<file path="config.mk">
export PLATFORM = sky130hd
export DESIGN_NAME = msr_startup_regs
export DESIGN_NICKNAME = d
export VERILOG_FILES = /design/src/verilog/msr_pkg.sv /design/src/verilog/msr_startup_regs.sv /design/src/verilog/msr_rate_tick.sv
export SDC_FILE = /design/constraint.sdc
export NUM_CORES = 1
export LEC_CHECK = 0
export BUFFER_PORTS_ARGS = -buffer_cell sky130_fd_sc_hd__buf_2
export CAP_MARGIN = 20
export CORE_MARGIN = 4
export CORE_UTILIZATION = 40
export DETAILED_ROUTE_END_ITERATION = 8
export PLACE_DENSITY = 0.6
export SLEW_MARGIN = 25
export SYNTH_ARGS = -nofsm -noshare
export SYNTH_HDL_FRONTEND = slang
export SYNTH_SLANG_ARGS = --single-unit
</file>
<file path="constraint.sdc">
create_clock -name i_sys_clk -period 3.9 [get_ports i_sys_clk]
set_clock_uncertainty 0.1 [all_clocks]
set_input_delay 0 -clock i_sys_clk [delete_from_list [all_inputs] [get_ports i_sys_clk]]
set_output_delay 0 -clock i_sys_clk [all_outputs]
set_load 0.01 [all_outputs]
</file>
<file path="src/verilog/msr_pkg.sv">
// Package: offsets, field layout, reset values and rate tables for the start-up settings bank
`default_nettype none
package msr_pkg;

  localparam int MSR_ADDR_W = 8;
  localparam int MSR_DATA_W = 32;

  // Register byte offsets
  localparam logic [7:0] MSR_REVERSE_OFS = 8'h38;
  localparam logic [7:0] MSR_STARTUP_OFS = 8'h3C;
  localparam logic [7:0] MSR_STATUS_OFS = 8'h7C;

  // Values after reset
  localparam logic [31:0] MSR_REVERSE_RST = 32'h0000_0000;
  localparam logic [31:0] MSR_STARTUP_RST = 32'h0000_0000;

  // Writable bits; the rest read as zero
  localparam logic [31:0] MSR_REVERSE_WMASK = 32'h1FF0_0000;
  localparam logic [31:0] MSR_STARTUP_WMASK = 32'hFFFF_FFFF;

  // Reverse word layout
  localparam int MSR_REV_SRC_BIT = 28;
  localparam int MSR_REV_LIN_LSB = 24;
  localparam int MSR_REV_QUAD_LSB = 20;

  // Start-up word layout
  localparam int MSR_METHOD_LSB = 30;
  localparam int MSR_RAMP_LSB = 26;
  localparam int MSR_HOLDT_LSB = 22;
  localparam int MSR_ILIM_LSB = 17;
  localparam int MSR_FREQ_LSB = 14;
  localparam int MSR_THR_LSB = 7;
  localparam int MSR_RLS_BIT = 6;
  localparam int MSR_ADV_LSB = 4;
  localparam int MSR_LOW_LSB = 0;

  // Status word layout
  localparam int MSR_ST_HOLD_BUSY_BIT = 0;
  localparam int MSR_ST_HOLD_DONE_BIT = 1;
  localparam int MSR_ST_REV_EFF_BIT = 2;
  localparam int MSR_ST_PULSE_RUN_BIT = 3;
  localparam int MSR_ST_OVER_THR_BIT = 4;

  // Start-up method codes
  localparam logic [1:0] MSR_METHOD_SINGLE_HOLD = 2'h0;
  localparam logic [1:0] MSR_METHOD_DOUBLE_HOLD = 2'h1;
  localparam logic [1:0] MSR_METHOD_PULSE_DETECT = 2'h2;
  localparam logic [1:0] MSR_METHOD_SLOW_CYCLE = 2'h3;

  localparam logic [3:0] MSR_RAMP_UNLIMITED = 4'hF;
  localparam logic [6:0] MSR_ADV_STEP_DEG = 7'h1E;

  // Hold time base: one millisecond, in microseconds
  localparam int MSR_MS_TIME_US = 1000;
  localparam int MSR_US_PER_S = 1000000;

  // Detection pulse rates in Hz, per code
  localparam int MSR_PULSE_HZ [8] = '{50, 100, 250, 500, 1000, 2000, 5000, 10000};

  // Hold durations in ms, per code
  localparam int MSR_HOLD_MS [16] = '{10, 50, 100, 200, 300, 400, 500, 750,
                                      1000, 1500, 2000, 3000, 4000, 5000, 7500, 10000};

endpackage : msr_pkg
`default_nettype wire

</file>
<file path="src/verilog/msr_startup_regs.sv">
// Module: reverse-drive and start-up settings registers with their own timing logic
//
// Notes on behaviour
// RQ1 - Reverse-drive word at byte offset 38h, all zeros after reset.
// RQ2 - Start-up word at byte offset 3Ch, all zeros after reset.
// RQ3 - Bit 28: zero uses forward settings in reverse, one uses reverse settings.
// RQ4 - Bits 27-24: reverse linear acceleration code, 0.01Hz/s up to 10000Hz/s.
// RQ5 - Bits 23-20: reverse quadratic acceleration code, 0.0Hz/s2 up to 10000Hz/s2.
// RQ6 - Bits 31-30: single hold, double hold, pulse detection, slow first cycle.
// RQ7 - Bits 29-26: current ramp rate code; code Fh means no ramp limit.
// RQ8 - Bits 25-22: orientation hold time code, 10ms up to 10s.
// RQ9 - Bits 21-17: hold current limit code, 7.5% to 100% of base.
// RQ10 - Bits 16-14: detection pulse rate code, 50Hz up to 10000Hz.
// RQ11 - Bits 13-7: detection threshold, value times base current over 128.
// RQ12 - Bit 6: phases braked (0) or tristated (1) after detection.
// RQ13 - Bits 5-4: advance angle after detection, 0, 30, 60 or 90 degrees.
//
// Our own choice: the plain strobed port.
`timescale 1ns/1ps
`default_nettype none
module msr_startup_regs #(
  parameter int P_CLK_HZ = 10000000
) (
  input wire logic i_sys_clk,
  input wire logic i_reset_n,
  input wire logic [msr_pkg::MSR_ADDR_W-1:0] i_addr,
  input wire logic [msr_pkg::MSR_DATA_W-1:0] i_wdata,
  input wire logic i_wr,
  input wire logic i_rd,
  output logic [msr_pkg::MSR_DATA_W-1:0] o_rdata,
  input wire logic i_reverse_active,
  input wire logic [4:0] i_fwd_open_loop_current,
  input wire logic [3:0] i_fwd_linear_accel_coef,
  input wire logic [3:0] i_fwd_quadratic_accel_coef,
  input wire logic [4:0] i_rev_open_loop_current,
  input wire logic i_hold_start,
  input wire logic i_position_detect_run,
  input wire logic [6:0] i_phase_current_frac,
  output logic [4:0] o_eff_open_loop_current,
  output logic [3:0] o_eff_linear_accel_coef,
  output logic [3:0] o_eff_quadratic_accel_coef,
  output logic o_reverse_param_source_sel,
  output logic [1:0] o_startup_method_sel,
  output logic o_method_single_hold,
  output logic o_method_double_hold,
  output logic o_method_pulse_detect,
  output logic o_method_slow_cycle,
  output logic [3:0] o_ramp_rate_code,
  output logic o_ramp_unlimited,
  output logic [3:0] o_hold_time_code,
  output logic [4:0] o_hold_current_limit,
  output logic [2:0] o_position_pulse_frequency,
  output logic [6:0] o_position_pulse_current_threshold,
  output logic o_position_release_style,
  output logic [1:0] o_position_advance_angle,
  output logic [6:0] o_position_advance_deg,
  output logic [3:0] o_startup_low_bits,
  output logic o_hold_busy,
  output logic o_hold_done,
  output logic o_position_pulse,
  output logic o_position_over_threshold
);
  import msr_pkg::*;

  typedef enum logic [1:0] {
    MSR_HOLD_IDLE,
    MSR_HOLD_RUN,
    MSR_HOLD_END
  } msr_hold_state_t;

  // Cycles per millisecond, derived from the clock rate
  localparam int MS_CYCLES_INT = P_CLK_HZ / (MSR_US_PER_S / MSR_MS_TIME_US);
  localparam logic [31:0] MS_CYCLES = MS_CYCLES_INT[31:0];

  // Field extraction, used for both the reverse and the start-up register word
  function automatic logic [3:0] field4(input logic [31:0] word, input int lsb);
    field4 = word[lsb +: 4];
  endfunction : field4

  logic [31:0] reverse_reg;
  logic [31:0] reverse_next;
  logic [31:0] startup_reg;
  logic [31:0] startup_next;
  logic [31:0] rdata_next;
  logic [31:0] status_word;

  logic sel_reverse;
  logic sel_startup;
  logic sel_status;
  logic wr_reverse;
  logic wr_startup;

  // Address decode
  assign sel_reverse = (i_addr == MSR_REVERSE_OFS);
  assign sel_startup = (i_addr == MSR_STARTUP_OFS);
  assign sel_status = (i_addr == MSR_STATUS_OFS);
  assign wr_reverse = i_wr && sel_reverse;
  assign wr_startup = i_wr && sel_startup;

  // Reserved bits of the reverse word stay zero
  assign reverse_next = wr_reverse ? (i_wdata & MSR_REVERSE_WMASK) : reverse_reg;
  assign startup_next = wr_startup ? (i_wdata & MSR_STARTUP_WMASK) : startup_reg;

  // Unmapped addresses read zero; data valid only in the cycle after the strobe
  assign rdata_next = !i_rd ? 32'h0000_0000 :
                      sel_reverse ? reverse_reg :
                      sel_startup ? startup_reg :
                      sel_status ? status_word : 32'h0000_0000;

  always_ff @(posedge i_sys_clk or negedge i_reset_n)
  begin
    if (!i_reset_n)
    begin
      reverse_reg <= MSR_REVERSE_RST; // see RQ1
      startup_reg <= MSR_STARTUP_RST; // see RQ2
      o_rdata <= 32'h0000_0000;
    end
    else
    begin
      reverse_reg <= reverse_next; // see RQ1
      startup_reg <= startup_next; // see RQ2
      o_rdata <= rdata_next;
    end
  end

  // Field views of the reverse word
  logic rev_src_sel;
  logic [3:0] rev_lin;
  logic [3:0] rev_quad;

  assign rev_src_sel = reverse_reg[MSR_REV_SRC_BIT];
  assign rev_lin = field4(reverse_reg, MSR_REV_LIN_LSB); // see RQ4
  assign rev_quad = field4(reverse_reg, MSR_REV_QUAD_LSB); // see RQ5

  // Field views of the start-up word
  logic [1:0] method;
  logic [3:0] ramp;
  logic [3:0] hold_code;
  logic [4:0] hold_ilim;
  logic [2:0] freq_code;
  logic [6:0] thr;
  logic rls;
  logic [1:0] adv;

  assign method = startup_reg[MSR_METHOD_LSB +: 2];
  assign ramp = field4(startup_reg, MSR_RAMP_LSB);
  assign hold_code = field4(startup_reg, MSR_HOLDT_LSB);
  assign hold_ilim = startup_reg[MSR_ILIM_LSB +: 5];
  assign freq_code = startup_reg[MSR_FREQ_LSB +: 3];
  assign thr = startup_reg[MSR_THR_LSB +: 7];
  assign rls = startup_reg[MSR_RLS_BIT];
  assign adv = startup_reg[MSR_ADV_LSB +: 2];

  // Parameter source during reverse drive
  logic use_reverse;
  logic [4:0] eff_cur_next;
  logic [3:0] eff_lin_next;
  logic [3:0] eff_quad_next;

  assign use_reverse = i_reverse_active && rev_src_sel; // see RQ3
  assign eff_cur_next = use_reverse ? i_rev_open_loop_current : i_fwd_open_loop_current;
  assign eff_lin_next = use_reverse ? rev_lin : i_fwd_linear_accel_coef;
  assign eff_quad_next = use_reverse ? rev_quad : i_fwd_quadratic_accel_coef;

  always_ff @(posedge i_sys_clk or negedge i_reset_n)
  begin
    if (!i_reset_n)
    begin
      o_eff_open_loop_current <= 5'h00;
      o_eff_linear_accel_coef <= 4'h0;
      o_eff_quadratic_accel_coef <= 4'h0;
    end
    else
    begin
      o_eff_open_loop_current <= eff_cur_next; // see RQ3
      o_eff_linear_accel_coef <= eff_lin_next; // see RQ4
      o_eff_quadratic_accel_coef <= eff_quad_next; // see RQ5
    end
  end

  // Decoded start-up method
  logic m_single;
  logic m_double;
  logic m_pulse;
  logic m_slow;

  assign m_single = (method == MSR_METHOD_SINGLE_HOLD); // see RQ6
  assign m_double = (method == MSR_METHOD_DOUBLE_HOLD); // see RQ6
  assign m_pulse = (method == MSR_METHOD_PULSE_DETECT); // see RQ6
  assign m_slow = (method == MSR_METHOD_SLOW_CYCLE); // see RQ6

  // Advance angle in degrees
  logic [6:0] adv_deg;
  assign adv_deg = 7'(adv * MSR_ADV_STEP_DEG); // see RQ13

  // Field outputs come straight from the register flops
  assign o_reverse_param_source_sel = rev_src_sel;
  assign o_startup_method_sel = method;
  assign o_ramp_rate_code = ramp;
  assign o_hold_time_code = hold_code;
  assign o_hold_current_limit = hold_ilim; // see RQ9
  assign o_position_pulse_frequency = freq_code;
  assign o_position_pulse_current_threshold = thr;
  assign o_position_release_style = rls; // see RQ12
  assign o_position_advance_angle = adv;
  assign o_startup_low_bits = startup_reg[MSR_LOW_LSB +: 4];

  always_ff @(posedge i_sys_clk or negedge i_reset_n)
  begin
    if (!i_reset_n)
    begin
      o_method_single_hold <= 1'b0;
      o_method_double_hold <= 1'b0;
      o_method_pulse_detect <= 1'b0;
      o_method_slow_cycle <= 1'b0;
      o_ramp_unlimited <= 1'b0;
      o_position_advance_deg <= 7'h00;
    end
    else
    begin
      o_method_single_hold <= m_single;
      o_method_double_hold <= m_double;
      o_method_pulse_detect <= m_pulse;
      o_method_slow_cycle <= m_slow;
      o_ramp_unlimited <= (ramp == MSR_RAMP_UNLIMITED); // see RQ7
      o_position_advance_deg <= adv_deg; // see RQ13
    end
  end

  // Detection pulse period per code, folded at elaboration
  logic [31:0] pulse_cyc [8];
  for (genvar g = 0; g < 8; g++)
  begin : g_pulse
    localparam int CYC = P_CLK_HZ / MSR_PULSE_HZ[g];
    assign pulse_cyc[g] = CYC[31:0];
  end

  // Hold length in milliseconds per code
  logic [13:0] hold_ms [16];
  for (genvar h = 0; h < 16; h++)
  begin : g_hold
    localparam int MS = MSR_HOLD_MS[h];
    assign hold_ms[h] = MS[13:0];
  end

  // Detection pulse train runs while asked for and the method is pulse detection
  logic pulse_run;
  assign pulse_run = i_position_detect_run && m_pulse;

  msr_rate_tick #(
    .CNT_W(32)
  ) u_pulse_tick (
    .i_sys_clk(i_sys_clk),
    .i_reset_n(i_reset_n),
    .i_enable(pulse_run),
    .i_period_cycles(pulse_cyc[freq_code]), // see RQ10
    .o_tick(o_position_pulse)
  );

  // Threshold compare, fraction of base current in 1/128 steps
  always_ff @(posedge i_sys_clk or negedge i_reset_n)
  begin
    if (!i_reset_n)
    begin
      o_position_over_threshold <= 1'b0;
    end
    else
    begin
      o_position_over_threshold <= pulse_run && (i_phase_current_frac >= thr); // see RQ11
    end
  end

  // Orientation hold timer
  msr_hold_state_t hold_state_reg;
  msr_hold_state_t hold_state_next;
  logic [13:0] hold_count_reg;
  logic [13:0] hold_count_next;
  logic [13:0] hold_target_reg;
  logic ms_tick;
  logic hold_expire;

  msr_rate_tick #(
    .CNT_W(32)
  ) u_ms_tick (
    .i_sys_clk(i_sys_clk),
    .i_reset_n(i_reset_n),
    .i_enable(hold_state_reg == MSR_HOLD_RUN),
    .i_period_cycles(MS_CYCLES),
    .o_tick(ms_tick)
  );

  assign hold_expire = ms_tick && (hold_count_reg + 14'h0001 >= hold_target_reg);

  always_comb
  begin
    hold_state_next = hold_state_reg;
    hold_count_next = hold_count_reg;
    case (hold_state_reg)
      MSR_HOLD_IDLE:
      begin
        hold_count_next = 14'h0000;
        if (i_hold_start)
        begin
          hold_state_next = MSR_HOLD_RUN;
        end
      end
      MSR_HOLD_RUN:
      begin
        if (hold_expire)
        begin
          hold_state_next = MSR_HOLD_END;
        end
        else if (ms_tick)
        begin
          hold_count_next = hold_count_reg + 14'h0001;
        end
      end
      MSR_HOLD_END:
      begin
        hold_state_next = MSR_HOLD_IDLE;
        hold_count_next = 14'h0000;
      end
      default:
      begin
        hold_state_next = MSR_HOLD_IDLE;
        hold_count_next = 14'h0000;
      end
    endcase
  end

  always_ff @(posedge i_sys_clk or negedge i_reset_n)
  begin
    if (!i_reset_n)
    begin
      hold_state_reg <= MSR_HOLD_IDLE;
      hold_count_reg <= 14'h0000;
      hold_target_reg <= 14'h0000;
    end
    else
    begin
      hold_state_reg <= hold_state_next;
      hold_count_reg <= hold_count_next;
      // Length latched at start so a rewrite cannot cut a hold short
      if (hold_state_reg == MSR_HOLD_IDLE && i_hold_start)
      begin
        hold_target_reg <= hold_ms[hold_code]; // see RQ8
      end
    end
  end

  assign o_hold_busy = (hold_state_reg == MSR_HOLD_RUN);
  assign o_hold_done = (hold_state_reg == MSR_HOLD_END);

  // Read-only status
  always_comb
  begin
    status_word = 32'h0000_0000;
    status_word[MSR_ST_HOLD_BUSY_BIT] = o_hold_busy;
    status_word[MSR_ST_HOLD_DONE_BIT] = o_hold_done;
    status_word[MSR_ST_REV_EFF_BIT] = use_reverse;
    status_word[MSR_ST_PULSE_RUN_BIT] = pulse_run;
    status_word[MSR_ST_OVER_THR_BIT] = o_position_over_threshold;
  end

endmodule : msr_startup_regs
`default_nettype wire

</file>
<file path="src/verilog/msr_rate_tick.sv">
// Module: divider that gives a one-cycle enable pulse every period
`timescale 1ns/1ps
`default_nettype none
module msr_rate_tick #(
  parameter int CNT_W = 32
) (
  input wire logic i_sys_clk,
  input wire logic i_reset_n,
  input wire logic i_enable,
  input wire logic [CNT_W-1:0] i_period_cycles,
  output logic o_tick
);
  import msr_pkg::*;

  logic [CNT_W-1:0] count_reg;
  logic [CNT_W-1:0] count_next;
  logic wrap;

  // Period of zero or one still ticks every cycle
  assign wrap = i_enable && (count_reg + 1'b1 >= i_period_cycles);
  assign count_next = !i_enable ? '0 : (wrap ? '0 : count_reg + 1'b1);

  always_ff @(posedge i_sys_clk or negedge i_reset_n)
  begin
    if (!i_reset_n)
    begin
      count_reg <= '0;
      o_tick <= 1'b0;
    end
    else
    begin
      count_reg <= count_next;
      o_tick <= wrap;
    end
  end

endmodule : msr_rate_tick
`default_nettype wire

</file>
# Word-level counts from Yosys, hierarchy flattened
# Memories as Yosys holds them, arrays and structs flattened. A register that Yosys moved wholly into a read port is not among the register bits.
# Index checks and enable logic that the tools add are counted.
dict set report op_classes {
  n_eq_ne 13
  n_addsub 3
  magnitude_cmp 5
  muxes 19
  n_bitwise 2
  reduce_logical 14
  n_mul 1
}
# operator count
set ops {}
lappend ops {{32-bit 2-to-1 mux} 9}
lappend ops {{32-bit by 1-bit adder with 32-bit output (second input constant)} 2}
lappend ops {{14-bit 2-to-1 mux} 3}
lappend ops {{32-bit by 14-bit >= comparator with 1-bit output (second input constant)} 1}
lappend ops {{32-bit >= comparator} 1}
lappend ops {{8-bit by 6-bit == test with 1-bit output (second input constant)} 2}
lappend ops {{14-bit by 1-bit adder with 14-bit output (second input constant)} 1}
lappend ops {{14-bit >= comparator} 1}
lappend ops {{5-bit 2-to-1 mux} 2}
lappend ops {{1-bit logical AND} 9}
lappend ops {{8-bit by 7-bit == test with 1-bit output (second input constant)} 1}
lappend ops {{4-bit 2-to-1 mux} 2}
lappend ops {{2-bit != test (second input constant)} 4}
lappend ops {{7-bit >= comparator} 1}
lappend ops {{2-bit == test (second input constant)} 3}
lappend ops {{2-bit by 4-bit multiplier with 6-bit output (second input constant)} 1}
lappend ops {{4-bit NOT with 5-bit output} 1}
lappend ops {{2-bit by 1-bit == test with 1-bit output (second input constant)} 2}
lappend ops {{4-bit == test (second input constant)} 1}
lappend ops {{4-bit >= comparator (second input constant)} 1}
lappend ops {{2-bit zero test} 2}
lappend ops {{2-bit 2-to-1 mux} 2}
lappend ops {{3-bit NOT with 4-bit output} 1}
lappend ops {{2-bit case mux with 2 select lines} 1}
lappend ops {{2 further kinds} 3}
dict set report totals {
  romBits 480
  wordCells 78
  inputBits 72
  reg_bits 180
  memories 2
}
# memory depth word_bits rd rd_clocked_by_memory_dff wr line
set memory_table {}
lappend memory_table {{(name not given)} 8 32 1 0 0 msr_startup_regs.sv:256} ;# .i_period_cycles(pulse_cyc[freq_code]),
lappend memory_table {{(name not given)} 16 14 1 1 0 msr_startup_regs.sv:346} ;# hold_target_reg <= hold_ms[hold_code];

# Longest topological paths before layout
dict set report depth {
  depth_word 8
  depth_mapped 15
  ltp_nobuf 14
}

# By module
# A second synthesis with hierarchy kept.
dict set report unflattened {
  hier_cells 1050
  area_unflattened_um2 10857.9
}
# mod cells_per_inst instances area_each_um2
set by_module_without_submodules {}
lappend by_module_without_submodules {msr_startup_regs 514 1 5908.2}
lappend by_module_without_submodules {msr_rate_tick 268 2 2474.9}

# Worst setup path before layout
# No wires, ideal clock.
dict set report synth_timing {
  path_type {register to register}
  startpoint {register hold_count_reg[2]}
  endpoint {register hold_count_reg[13]}
  t_arrival_ns 3.205
  setup_slack_ns 0.516
  setup_time_ns 0.078
  t_required_ns 3.722
  stages_incl_launch_ff 15
  synth_period_minus_slack_ns 3.384
  cell_sequence {dfrtp_1 -> and3_1 -> and3_1 -> and3_1 -> and3_1 -> and3_1 -> nand3_1 -> xnor2_1 -> ha_1 -> nand4_1 -> nor3_1 -> a211oi_2 -> nand2_1 -> or3_1 -> a21oi_1}
}
dict set report synth_via {
  elab_chain_len 5
  elab_cells_between_ends 8
}
# item line
set synth_rtl {}
lappend synth_rtl {{start: declaration} msr_startup_regs.sv:276} ;# logic [13:0] hold_count_reg;
lappend synth_rtl {{start signal: assignment} msr_startup_regs.sv:342} ;# hold_count_reg <= hold_count_next;
lappend synth_rtl {{14-bit by 1-bit adder with 14-bit output *} {msr_startup_regs.sv:292, msr_startup_regs.sv:315}}
lappend synth_rtl {{14-bit >= comparator} msr_startup_regs.sv:292} ;# assign hold_expire = ms_tick && (hold_count_reg + 14'h0001 >= hold_target_reg);
lappend synth_rtl {{1-bit logical AND} msr_startup_regs.sv:292}
lappend synth_rtl {{2-bit != test (no line)} n/a}
lappend synth_rtl {{2-bit AND reduction (no line)} n/a}
# Every way passes the cells marked *; elsewhere a longest branch is shown, timed or not. The select of a mux whose other input is x is not followed.
# A chain may end at the register's enable or synchronous reset.

# Final worst setup path
dict set report layout_timing {
  startpoint {register u_pulse_tick.count_reg[7]}
  endpoint {register u_pulse_tick.count_reg[17]}
}
dict set report layout_via {
  elab_chain_len 5
}
# item line
set layout_rtl {}
lappend layout_rtl {{start: declaration} msr_rate_tick.sv:15} ;# logic [CNT_W-1:0] count_reg;
lappend layout_rtl {{start signal: assignment} msr_rate_tick.sv:32} ;# count_reg <= count_next;
lappend layout_rtl {{32-bit by 1-bit adder with 32-bit output *} {msr_rate_tick.sv:20, msr_rate_tick.sv:21}}
lappend layout_rtl {{32-bit >= comparator} msr_rate_tick.sv:20} ;# assign wrap = i_enable && (count_reg + 1'b1 >= i_period_cycles);
lappend layout_rtl {{1-bit logical AND} msr_rate_tick.sv:20}
lappend layout_rtl {{32-bit 2-to-1 mux * (2 in series)} msr_rate_tick.sv:21} ;# assign count_next = !i_enable ? '0 : (wrap ? '0 : count_reg + 1'b1);
lappend layout_rtl {{via u_pulse_tick.count_next[17]} msr_rate_tick.sv:16} ;# logic [CNT_W-1:0] count_next;
# The timed path passes the listed nets; every way through them passes the cells marked *.

==> impl_summary.log <==
INFO  metric finalHoldViolCount = 0
INFO  metric synth_cell_types = 58
INFO  metric seq_area_frac_synth = approximately half
INFO  metric arrival = 3740 ps
INFO  metric num_io_pins = 166
INFO  metric fraction_of_layout_instances_using_a_drive_strength_above_1 = between 20% and 30%
INFO  metric chipWidth = between 150 and 200 um
INFO  metric clockBufferDepth = 2
INFO  metric postRouteAntennaNets = 0
INFO  metric routed-via-count = 7107
INFO  metric total_of_warnings_raised_by_yosys = 0
INFO  metric route.detailed.drc = 0
INFO  metric cts_root_buffer = clkbuf_16
INFO  metric core.rowCount = 55
INFO  metric grt_first_pass_wirelength = 38.3 mm
INFO  metric setup_viol_count_final = 0
INFO  metric worst_slew_margin_rel = between 30% and 40%
INFO  metric dpl_ws = approximately 490 ps
INFO  metric h-tree-depth = 4
INFO  metric buffer_ports.inserted = between 150 and 200
INFO  metric die_height = 162 um
INFO  metric synthesized_area = between 9000 and 10000 sq um
INFO  metric critical_path_peak_fanout = 19
INFO  metric initial_standard_cell_utilization_of_the_core = between 40% and 50%
INFO  metric power.density = around 370 nW/um^2
INFO  metric endpoint_kind = register
INFO  metric timing.final.ws_setup = 358 ps
INFO  metric post-route-min-period = approximately 3500 ps
INFO  metric layout_commonest_cell = dfrtp_1
INFO  metric die_area = between 20000 and 30000 sq um
INFO  metric timing_max_transition_violations_final = 0
INFO  metric ir_drop = around 240 uV
INFO  metric post_cts.resized_instances = 0
INFO  metric maximum_number_of_pins_on_one_net_before_global_route_repair = roughly 100
INFO  metric most_common_flop_cell_mapped_by_yosys = dfrtp_1
INFO  metric postSynth.asyncResetShare = 100%
INFO  metric place.detailed.hpwl = approximately 16 mm
INFO  metric first_global_vias = a little over 7000
INFO  metric min_period_over_period = between 90 and 100%
INFO  metric timing.setup.critical_path_class = register to register
INFO  metric core-area = between 20000 and 25000 sq um
INFO  metric result_of_the_run = completed
INFO  metric max_cap_viol_count = 0
INFO  metric flow.area_growth_from_synthesis = 27.0%
INFO  metric synthCells = between 800 and 900
INFO  metric power.leakage = 5.88 nW
INFO  metric antennaDiodeCount = 0
INFO  metric start_kind = register
INFO  metric drt_wl_total = 23.2 mm
INFO  metric globalplace.congestion = 0.873
INFO  metric tns = 0 ps
INFO  metric cts_tree = yes
INFO  metric grt_overflow = 0
INFO  metric clock_sinks = ~190
INFO  metric grt_antenna_before_repair = 0
INFO  metric min-delay-path-class = input port to register
INFO  metric drt-pass1-iter-count = 5
INFO  metric synth_seq_cells = approximately 190
INFO  metric critical_path_required = just over 4000 ps
INFO  metric avgViaCountPerCell = 4.93
INFO  metric synth-edff-count = 0
INFO  metric max_clock_freq = about 280 MHz
INFO  metric clock_insertion_delay_worst_skew = between 400 and 500 ps
INFO  metric top_library_cells_by_usage_in_the_layout_fill_and_taps_aside = dfrtp_1, buf_2, dlygate4sd3_1
INFO  metric cts.clk_slew.worst_paths = approximately 70 ps
INFO  metric finish.net_count = 1240
INFO  metric global_route.usage.total = a little under a fifth
INFO  metric max_slew.worst_pin.slew = roughly 930 ps
INFO  metric tritoncts.num_buffers = 17
INFO  metric setup_repair_after_global_routing_missed_its_margin = no
INFO  metric drt_iter0_drcs = 400
INFO  metric syn_area_per_cell = between 10 and 15 sq um
INFO  metric route.detailed.wl_per_inst = 16.1 um
## cells in the mapped netlist, types with 7 or more instances
| cell | count | area [sq um] |
|---|---|---|
| a21o_1 | 8 | 60.1 |
| a21oi_1 | 20 | 100 |
| and2_1 | 26 | 163 |
| and3_1 | 19 | 119 |
| clkbuf_1 | 16 | 60.1 |
| dfrtp_1 | 192 | 4800 |
| ha_1 | 51 | 638 |
| inv_1 | 38 | 143 |
| mux2_2 | 55 | 619 |
| mux2i_1 | 22 | 220 |
| nand2_1 | 49 | 184 |
| nand2b_1 | 7 | 43.8 |
| nand3_1 | 57 | 285 |
| nand4_1 | 20 | 125 |
| nor2_1 | 61 | 229 |
| nor2_2 | 8 | 50.1 |
| nor2b_1 | 7 | 43.8 |
| nor3_1 | 15 | 75.1 |
| nor4_1 | 9 | 56.3 |
| nor4b_1 | 14 | 123 |
| o21ai_0 | 28 | 140 |
| xnor2_1 | 30 | 263 |
| xor2_1 | 38 | 333 |
## stage by stage
stage	cells	cell area [sq um]	hold WS, ps	total power, mW	util, %
after floorplan	894	9550	-396	2.32	-
after global placement	1349	10700	49.0	2.48	46.7
after detailed placement	1349	10700	49.4	2.48	46.7
after CTS	1443	12000	32.1	4.45	52.3
after global routing	1443	12000	71.7	4.59	52.3
final	1443	12000	57.4	4.38	52.3
## worst paths after layout
check | start | slack (ps) | cells past startpoint | end
max | u_pulse_tick.count_reg[7] | 360 | 12 | u_pulse_tick.count_reg[17]
min | i_addr[0] | 60 | 4 | o_rdata[1]
max reg2reg | u_pulse_tick.count_reg[7] | 360 | 12 | u_pulse_tick.count_reg[17]
min reg2reg | u_ms_tick.count_reg[0] | 380 | 1 | u_ms_tick.count_reg[0]
max in group asynchronous | i_reset_n | 2640 | 3 | startup_reg[4]
min in group asynchronous | i_reset_n | 100 | 2 | u_ms_tick.count_reg[8]
## area by class of cell
type                            instances  area (sq um)
Timing Repair Buffer                  234          1520
Sequential cell                       192          4800
Clock inverter                         15           221
Tap cell                              313           392
Inverter                               38           143
Fill cell                            2005         10900
Clock buffer                           17           425
Multi-Input combinational cell        634          4470
## critical path, cell delays in order, from the launching register on
cell and delay, ps:
dfrtp_1 420, and4_1 320, and2b_1 290, nand2_1 160, nor2_1 170, xor2_1 230, ha_1 290, a21o_1 190
a21o_1 160, a2111oi_0 400, nand4_1 140, buf_4 230, nor4b_1 310
## where the power goes
part	switching [mW]	leakage [nW]	total (mW)	internal, mW
clock network	0.841	0.313	1.89	1.05
registers	0.0721	2.52	2.12	2.05
logic	0.183	3.05	0.365	0.182
## kinds of logic (layout without fill, tap and decap cells)
logic type	after synthesis	after routing	share of synthesized area (%)
muxes	77	77	8.91
other	1	33	0.0398
and+or+nand+nor	317	317	18.1
buffers and inverters	68	304	2.96
DFF	192	192	51.0
AOI/OAI and AO/OA	88	88	5.97
adders and majority gates	51	51	6.77
xor gates and xnor gates	68	68	6.32
## layer usage
| metal | global-route usage, % | vias to the layer above | share of wire (%) |
|---|---|---|---|
| li1 | - | 3496 | - |
| met1 | 24.6 | 3442 | 45 |
| met2 | 30.3 | 146 | 50 |
| met3 | 3.96 | 23 | 4.0 |
| met4 | 4.81 | 0 | 1.6 |
| met5 | 0 | - | 0 |
## repair_timing
item,in CTS,in global routing
endpoints found under the setup margin,0,0
endpoints found under the hold margin,168,0
hold buffers,62,0
setup buffers,0,0
No activity file was read; power rests on OpenSTA's default activity.
